File: src/core/watchdog_map.svh
/*
  Register offsets, field positions, reset values and counts
  for the watchdog timer. Include by bare name; no logic.
*/
`ifndef WATCHDOG_MAP_SVH
`define WATCHDOG_MAP_SVH

// Byte offsets on the register bus
`define WD_LOAD_OFFSET     12'h000
`define WD_CONTROL_OFFSET  12'h004
`define WD_KICK_OFFSET     12'h008
`define WD_COUNT_OFFSET    12'h00C

// Control register fields
`define WD_CTRL_ENABLE_BIT  0
`define WD_CTRL_STATUS_BIT  1
`define WD_CTRL_HOLD_LSB    2
`define WD_CTRL_HOLD_MSB    4

// Reset values
`define WD_LOAD_RESET       16'h000F
`define WD_COUNT_RESET      16'h000F
`define WD_HOLD_EN_RESET    3'h0

// Slow tick periods per single decrement
`define WD_TICKS_PER_DEC    6'h21

`endif

File: src/core/watchdog_pkg.sv
/*
  Types shared by the watchdog timer modules.
  Assumes nothing of its surroundings.
*/
package watchdog_pkg;

  typedef logic [15:0] count_t;
  typedef logic [2:0]  hold_t;
  typedef logic [5:0]  prescale_t;

endpackage : watchdog_pkg

File: src/core/watchdog_count_if.sv
/*
  Carrier between the register front end and the down-counter.
  Assumes both ends run on the same clock and reset.
*/
`timescale 1ns/1ns

interface watchdog_count_if;

  logic                  reloadReq;
  watchdog_pkg::count_t  loadValue;
  logic                  runEnable;
  logic                  holdActive;
  watchdog_pkg::count_t  count;
  logic                  expiry;

  modport ctrl (
    output reloadReq,
    output loadValue,
    output runEnable,
    output holdActive,
    input  count,
    input  expiry
  );

  modport cnt (
    input  reloadReq,
    input  loadValue,
    input  runEnable,
    input  holdActive,
    output count,
    output expiry
  );

endinterface : watchdog_count_if

File: src/core/watchdog_counter.sv
/*
  Prescaled 16-bit down-counter of the watchdog timer.
  Assumes slowTick is synchronous to clock and much slower.
*/
`timescale 1ns/1ns
`include "watchdog_map.svh"

module watchdog_counter (
  // Clock and reset
  input  wire logic          clock,
  input  wire logic          rst,
  // Slow tick level
  input  wire logic          slowTick,
  // Front end
  watchdog_count_if.cnt      port
);

  logic                    tickPrev_reg;
  watchdog_pkg::prescale_t prescale_reg;
  watchdog_pkg::prescale_t prescale_next;
  watchdog_pkg::count_t    count_reg;
  watchdog_pkg::count_t    count_next;
  logic                    expiry_reg;
  logic                    expiry_next;

  wire logic tickEdge;
  wire logic advance;
  wire logic lastTick;

  // Advance only on slow tick edges, enabled and not held
  assign tickEdge = slowTick & ~tickPrev_reg;
  assign advance  = tickEdge & port.runEnable
                  & ~port.holdActive;
  assign lastTick = prescale_reg == (`WD_TICKS_PER_DEC - 6'h01);

  always_comb begin
    prescale_next = prescale_reg;
    count_next    = count_reg;
    expiry_next   = 1'b0;
    if (port.reloadReq) begin
      prescale_next = '0;
      count_next    = port.loadValue;
    end else if (advance) begin
      if (lastTick) begin
        prescale_next = '0;
        if (count_reg == 16'h0000) begin
          expiry_next = 1'b1;
          count_next  = port.loadValue;
        end else begin
          count_next = count_reg - 16'h0001;
        end
      end else begin
        prescale_next = prescale_reg + 6'h01;
      end
    end
  end

  always_ff @(posedge clock or posedge rst) begin
    if (rst) begin
      tickPrev_reg <= 1'b0;
      prescale_reg <= '0;
      count_reg    <= `WD_COUNT_RESET;
      expiry_reg   <= 1'b0;
    end else begin
      tickPrev_reg <= slowTick;
      prescale_reg <= prescale_next;
      count_reg    <= count_next;
      expiry_reg   <= expiry_next;
    end
  end

  assign port.count  = count_reg;
  assign port.expiry = expiry_reg;

endmodule : watchdog_counter

File: src/core/embedded_watchdog_timer.sv
/*
  Watchdog timer top: APB register slave, hold gating, expiry
  reset pulse and sticky status. Assumes an APB master on clock.
*/
// The APB register port and the register addresses were chosen for this implementation.
`timescale 1ns/1ns
`include "watchdog_map.svh"

module embedded_watchdog_timer (
  // Clock and reset
  input  wire logic          clock,
  input  wire logic          rst,
  // APB slave
  input  wire logic          psel,
  input  wire logic          penable,
  input  wire logic          pwrite,
  input  wire logic [11:0]   paddr,
  input  wire logic [31:0]   pwdata,
  output logic               pready,
  output logic [31:0]        prdata,
  output logic               pslverr,
  // Slow tick and hold sources
  input  wire logic          slowTickClock,
  input  wire logic [2:0]    watchdogHoldInputs,
  input  wire logic          debugWatchdogEnable,
  // Expiry reset pulse
  output logic               expiryReset
);

  function automatic logic addrIs(input logic [11:0] a,
                                  input logic [11:0] off);
    addrIs = a == off;
  endfunction : addrIs

  watchdog_count_if cntBus ();

  watchdog_pkg::count_t  load_reg;
  logic                  enable_reg;
  logic                  status_reg;
  logic                  status_next;
  watchdog_pkg::hold_t   holdEnable_reg;
  logic                  pready_reg;
  logic [31:0]           prdata_reg;
  logic [31:0]           prdata_next;
  logic                  pslverr_reg;
  logic                  expiryReset_reg;

  wire logic                 setupPhase;
  wire logic                 writeDone;
  wire logic                 selLoad;
  wire logic                 selControl;
  wire logic                 selKick;
  wire logic                 selCount;
  wire logic                 mapped;
  wire logic                 loadWrite;
  wire logic                 controlWrite;
  wire logic                 kickWrite;
  wire watchdog_pkg::hold_t  holdSources;
  wire logic                 holdAny;
  wire logic [31:0]          controlWord;

  // Bus phase decode
  assign setupPhase = psel & ~penable & ~pready_reg;
  assign writeDone  = psel & penable & pready_reg & pwrite;
  assign selLoad    = addrIs(paddr, `WD_LOAD_OFFSET);
  assign selControl = addrIs(paddr, `WD_CONTROL_OFFSET);
  assign selKick    = addrIs(paddr, `WD_KICK_OFFSET);
  assign selCount   = addrIs(paddr, `WD_COUNT_OFFSET);
  assign mapped     = selLoad | selControl | selKick | selCount;

  assign loadWrite    = writeDone & selLoad;
  assign controlWrite = writeDone & selControl;
  assign kickWrite    = writeDone & selKick & enable_reg;

  // Hold sources and gating
  assign holdSources = {watchdogHoldInputs[2] | ~debugWatchdogEnable,
                        watchdogHoldInputs[1:0]};
  assign holdAny     = |(holdSources & holdEnable_reg);

  assign controlWord = {27'h0000000, holdEnable_reg, status_reg,
                        enable_reg};

  // Counter hookup
  assign cntBus.reloadReq  = loadWrite | kickWrite;
  assign cntBus.loadValue  = loadWrite ? pwdata[15:0] : load_reg;
  assign cntBus.runEnable  = enable_reg;
  assign cntBus.holdActive = holdAny;

  watchdog_counter counter (
    .clock    (clock),
    .rst      (rst),
    .slowTick (slowTickClock),
    .port     (cntBus)
  );

  // Read data; kick reads zero
  always_comb begin
    prdata_next = 32'h00000000;
    if (selLoad) begin
      prdata_next = {16'h0000, load_reg};
    end else if (selControl) begin
      prdata_next = controlWord;
    end else if (selCount) begin
      prdata_next = {16'h0000, cntBus.count};
    end else begin
      prdata_next = 32'h00000000;
    end
  end

  // Sticky status; set wins over write-one clear
  always_comb begin
    status_next = status_reg;
    if (controlWrite && pwdata[`WD_CTRL_STATUS_BIT]) begin
      status_next = 1'b0;
    end
    if (cntBus.expiry) begin
      status_next = 1'b1;
    end
  end

  // Bus answer, one wait-free access phase
  always_ff @(posedge clock or posedge rst) begin
    if (rst) begin
      pready_reg  <= 1'b0;
      prdata_reg  <= 32'h00000000;
      pslverr_reg <= 1'b0;
    end else begin
      pready_reg  <= setupPhase;
      if (setupPhase) begin
        prdata_reg  <= pwrite ? 32'h00000000 : prdata_next;
        pslverr_reg <= ~mapped;
      end else begin
        pslverr_reg <= 1'b0;
      end
    end
  end

  // Software registers
  always_ff @(posedge clock or posedge rst) begin
    if (rst) begin
      load_reg       <= `WD_LOAD_RESET;
      enable_reg     <= 1'b0;
      holdEnable_reg <= `WD_HOLD_EN_RESET;
      status_reg     <= 1'b0;
    end else begin
      status_reg <= status_next;
      if (loadWrite) begin
        load_reg <= pwdata[15:0];
      end
      if (controlWrite) begin
        enable_reg     <= pwdata[`WD_CTRL_ENABLE_BIT];
        holdEnable_reg <= pwdata[`WD_CTRL_HOLD_MSB:`WD_CTRL_HOLD_LSB];
      end
    end
  end

  // One-cycle expiry reset pulse
  always_ff @(posedge clock or posedge rst) begin
    if (rst) begin
      expiryReset_reg <= 1'b0;
    end else begin
      expiryReset_reg <= cntBus.expiry;
    end
  end

  assign pready      = pready_reg;
  assign prdata      = prdata_reg;
  assign pslverr     = pslverr_reg;
  assign expiryReset = expiryReset_reg;

endmodule : embedded_watchdog_timer

File: config.mk
export PLATFORM = sky130hd
export DESIGN_NAME = embedded_watchdog_timer
export DESIGN_NICKNAME = d
export VERILOG_FILES = /design/src/core/watchdog_pkg.sv /design/src/core/watchdog_count_if.sv /design/src/core/watchdog_counter.sv /design/src/core/embedded_watchdog_timer.sv
export VERILOG_INCLUDE_DIRS = /design/src /design/src/core
export SDC_FILE = /design/constraint.sdc
export NUM_CORES = 1
export LEC_CHECK = 0
export BUFFER_PORTS_ARGS = -buffer_cell sky130_fd_sc_hd__clkbuf_2
export CORE_MARGIN = 2
export CORE_UTILIZATION = 45
export DETAILED_ROUTE_END_ITERATION = 16
export PLACE_DENSITY_LB_ADDON = 0.15
export RECOVER_POWER = 25
export SYNTH_ARGS = -nofsm -noshare
export SYNTH_HDL_FRONTEND = slang
export SYNTH_SLANG_ARGS = --single-unit
File: constraint.sdc
create_clock -name clock -period 3 [get_ports clock]
set_input_delay 0.9 -clock clock [delete_from_list [all_inputs] [get_ports clock]]
set_output_delay 0.9 -clock clock [all_outputs]
set_load 0.005 [all_outputs]
== Word level (Yosys, flattened, before mapping) ==
Index checks and enable logic that the tools add are counted.

* $add $sub $neg: 2
* Equal/unequal tests: 4
* Muxes and demuxes: 19
* Bitwise logic cells: 24
* Reductions and logical operators: 8

{| class="wikitable"
|+ Operators with widths
! operator !! count
|-
| 2-to-1 mux 16 bit || 8
|-
| 2-to-1 mux 32 bit || 1
|-
| equality test 12 x 4 -> 1 bit (second input constant) || 2
|-
| 2-to-1 mux 6 bit || 3
|-
| zero test 16 bit || 1
|-
| subtractor 16 x 1 -> 16 bit (second input constant) || 1
|-
| AND 1 bit || 12
|-
| equality test 12 x 3 -> 1 bit (second input constant) || 1
|-
| zero test 12 bit || 1
|-
| 2-to-1 mux 1 bit || 7
|-
| adder 6 x 1 -> 6 bit (second input constant) || 1
|-
| equality test 6 bit (second input constant) || 1
|-
| inverter 1 bit || 6
|-
| nonzero test 2 bit || 3
|-
| bitwise OR 1 bit || 5
|-
| AND 3 bit || 1
|-
| OR reduction 3 bit || 1
|-
| AND reduction 2 bit || 1
|-
| logical AND 1 bit || 1
|}

* Bits in registers: 80
* Input bits: 54

== Depth between registers and ports, before layout ==
* Depth after elaboration: 9
* Gate-level depth with buffers: 8
* Mapped depth without buffers: 7

== Hierarchy ==
A second synthesis with hierarchy kept.

* Cell total of the unflattened synthesis: 352
* Area total of the unflattened synthesis: 3510.9 µm²

{| class="wikitable"
|+ By module, submodules not included
! module !! times used !! cells each !! area an instance (µm²) !! seq. area each (µm²)
|-
| embedded_watchdog_timer || 1 || 171 || 1960.6 || 1006.0
|-
| watchdog_counter || 1 || 181 || 1550.2 || 605.6
|}

== Least setup slack after synthesis ==
Ideal clock, no wire load.

* Path type: input to register
* Start: input paddr[9]
* End: register counter.count_reg[4], in the netlist counter.port.count[4]
* Setup time: 0.121 ns
* Data arrival time: 2.394 ns
* Path slack: 0.485 ns
* Cell stages on the path: 6
* Path buffers: 1
* Path through: nor4_4 > nand3_2 > o31ai_2 > buf_6 > mux2_4 > o22a_1

* Word-level cells in the longest chain between the ends: 7
* Elaborated cells on any way between the ends: 14

{| class="wikitable"
|+ Ends and longest elaborated chain
! item !! line !! text
|-
| start: declaration || embedded_watchdog_timer.sv:17 || <nowiki>input wire logic [11:0] paddr,</nowiki>
|-
| zero test 12 bit || embedded_watchdog_timer.sv:32 || <nowiki>addrIs = a == off;</nowiki>
|-
| AND 1 bit || embedded_watchdog_timer.sv:71 || <nowiki>assign loadWrite = writeDone & selLoad;</nowiki>
|-
| 2-to-1 mux 16 bit || -- ||
|-
| 2-to-1 mux 16 bit || watchdog_counter.sv:46 || <nowiki>if (count_reg == 16'h0000) begin</nowiki>
|-
| 2-to-1 mux 16 bit || watchdog_counter.sv:44 || <nowiki>if (lastTick) begin</nowiki>
|-
| 2-to-1 mux 16 bit || watchdog_counter.sv:43 || <nowiki>end else if (advance) begin</nowiki>
|-
| 2-to-1 mux 16 bit || watchdog_counter.sv:40 || <nowiki>if (port.reloadReq) begin</nowiki>
|-
| end signal: assignment || watchdog_counter.sv:62 || <nowiki>count_reg <= `WD_COUNT_RESET;</nowiki>
|-
| end signal: assignment || watchdog_counter.sv:67 || <nowiki>count_reg <= count_next;</nowiki>
|-
| end: declaration || watchdog_counter.sv:21 || <nowiki>watchdog_pkg::count_t count_reg;</nowiki>
|}

Several ways; a longest one is shown, not always the timed one. The select of a mux whose other input is x is not followed.
A chain may end at the register's enable or synchronous reset.

== Worst setup path after layout ==
* Start: input paddr[1]
* End: register counter.count_reg[14], in the netlist counter.port.count[14]

Same word-level chain as after synthesis.

==> out/qor.csv <==
metric,value,unit
vias per cell,5.464,
Layout fillers,708,
most frequent cells after synthesis,"dfrtp_1, nand2_1, o21ai_0, mux2_2",
CTS buffer count,9,
FP Rows,32,
DP Cell Count,497,
Post-synth EDFFs,0,
DP HPWL,6.232,mm
RSZ-0062 raised after global routing,no,
CTS Root Buffer Type,clkbuf_8,
reg2reg end,counter.port.count[14],
Post-CTS Hold Buffers,0,
pwr dens,411.9,nW/um^2
layout cells sized above 1,31.14,%
Worst path slowest cell,o31ai_2,
Hold Startpoint,counter.port.expiry,
Worst R2R Start,counter.port.count[9],
fin. max-slew vios,0,
Area Growth Syn to Fin,15.85,%
Initial Util,46.04,%
mean area per synthesized cell,10.36,sq um
Max-Cap Viols,0,
Slew HR,37.01,%
YS warnings,0,
CTS tree,done,
largest net degree at the start of global routing,26,
Final WS setup,0.4501,ns
PortBufs,56,
post-synthesis sequential area ratio,45.77,%
detail-routed net length per standard cell,16.33,microns
VDD IR-drop max,0.2177,mV
Area contributors post-synth,"dfrtp_1, mux2_2, dfstp_2, mux2i_1, buf_4",
cts repair resizes,0,
GRT Resource Usage Total,20.82,%
cell family with most CP delay,simple AND/OR/NAND/NOR gates,
Final ANT Viol Nets,0,
Hold Path Stages,0,
Die Footprint,8548,sq um
"Cell Chain, Critical Path",clkbuf_2 > nor4_4 > nand3_2 > o31ai_2 > buf_4 > mux2i_1 > a2bb2oi_1,
Worst Path Max Fanout,7,
routability cong.,0.8421,
Die Ht,92.46,microns
postcts setup bufs,0,
initial antenna violation count,0,
R2R cell count,6,
"count leader, synth",dfrtp_1,
Max clock buf depth,2,
crit path launch type,input port,
r2r setup slk,0.63,ns
Critical Path Max Stage Delay,0.52,ns
Die X,92.46,microns
register bit count reported by yosys,64,
dominant cell type by area after synthesis,dfrtp_1,
post-layout util,53.34,%
Core ar.,7647,sq um
setup violators final,0,
hold worst-path end,expiryReset,
latest clock arrival within the worst-skew pair,0.35,ns
Final Hold Violating Endpoints,0,
Final min period,2.550,ns
diode count,0,
synth unique cells,59,
"Arr. time, crit path",2.75,ns
drt total wl,8.375,mm
Final period util,85.00,%
clock-pin transition on the worst setup and hold timing paths,0.07,ns
worst clock skew,0.01495,ns
Initial DRC Count,169,
vias in the first global route,2666,
first-pass GRT wire length,13.59,mm
DR DRC count,0,
critical path endpoint category,flip-flop,
via count of the routed design,2803,
grt ovf,0,
Main synth FF type,dfrtp_1,
fmax,0.3922,GHz
I/O pin count,89,
Synth top area share,39.80,%
leakage,1.888,nW
status,completed,
Place WS,0.1204,ns
Nets,464,
Worst-Margin Slew,0.9449,ns
post-route non-filler standard cell count,513,
DRT Pass-1 Iters,4,
worst endpoint required time,3.20,ns
CP Class,input port to flip-flop,
Hold Path Class,flip-flop to flip-flop,
setup TNS,0,ns
buffers plus inverters on the worst setup path,2,
CTS H-tree depth,3,
total power,0.001680,W
clk sinks,64,
Mapped Cells,340,
Post-synth ARST share,100.0,%
mapped cell area,3521,sq um
-- per-stage QoR --
| step | cell area, sq um | hold slack [ns] |
|---|---|---|
| floorplan | 3577 | 0.3456 |
| global placement | 3887 | 0.3688 |
| detailed placement | 3887 | 0.3779 |
| CTS | 4084 | 0.3929 |
| global route | 4079 | 0.4048 |
| finish | 4079 | 0.3847 |
-- worst register-to-register path: stages (launching register included) --
cell       delay [ns]
dfrtp_1          0.48
nor4_1           0.51
nand4_2          0.39
o31ai_2          0.26
buf_4            0.29
mux2i_1          0.22
a2bb2oi_1        0.09
-- power by group --
part / total, W / switching, W / leakage [nW] / internal (W)
Sequential: 0.000866 / 0.000000987 / 0.830 / 0.000865
Combinational: 0.0000795 / 0.0000520 / 0.963 / 0.0000275
Clock: 0.000735 / 0.000352 / 0.0952 / 0.000383
Total: 0.00168 / 0.000405 / 1.89 / 0.00128
-- per-layer routing --
layer	routed length, microns	GRT usage (%)
met1	3920	29.01
met2	3789	31.45
met3	534	4.882
met4	131	8.209
met5	0	0
-- worst max path at each step --
stage | start | slack, ns | endpoint | cells past startpoint
global placement | paddr[9] | 0.19 | counter.port.count[15] | 7
CTS | paddr[1] | 0.48 | counter.port.count[13] | 7
detailed placement | paddr[1] | 0.12 | counter.port.count[13] | 7
floorplan | paddr[9] | 0.49 | counter.port.count[4] | 6
global route | paddr[9] | 0.39 | counter.port.count[14] | 7
finish | paddr[1] | 0.45 | counter.port.count[14] | 7
-- layout make-up --
class | instances | area (sq um) | share of cell area, %
flip-flops and latches | 64 | 1612 | 39.51
well taps | 102 | 127.6 | 3.129
clock inverters | 7 | 72.57 | 1.779
multi-input cells | 246 | 1714 | 42.02
repair buffers | 68 | 365.4 | 8.957
clock buffers | 9 | 123.9 | 3.037
inverters | 17 | 63.81 | 1.564
-- cell usage in the layout (no fill, tap or decap), types with 3 or more instances in the layout --
master and n:
dfrtp_1 56, clkbuf_2 55, nand2_1 27, o21ai_0 27, mux2_2 20, nor2_1 18
inv_1 17, a21oi_1 17, a22oi_1 17, conb_1 16, mux2i_1 15, buf_4 11
clkbuf_8 9, dfstp_2 8, a2bb2oi_1 7, nand4_1 6, or3_1 6, and4_1 5
nand3_1 5, ha_1 4, or2_2 3, nor3_1 3, nor4_1 3
-- cell families after synthesis --
kind of cell	count (synthesis)	synth area share, %
muxes	37	11.51
and+or+nand+nor	99	16.95
AOI/OAI and AO/OA	87	16.35
DFF	64	45.77
buffers and inverters	45	7.143
adders and majority gates	4	1.422
xor gates and xnor gates	3	0.7464
other	1	0.1065
(Power assumes the default switching activity.)
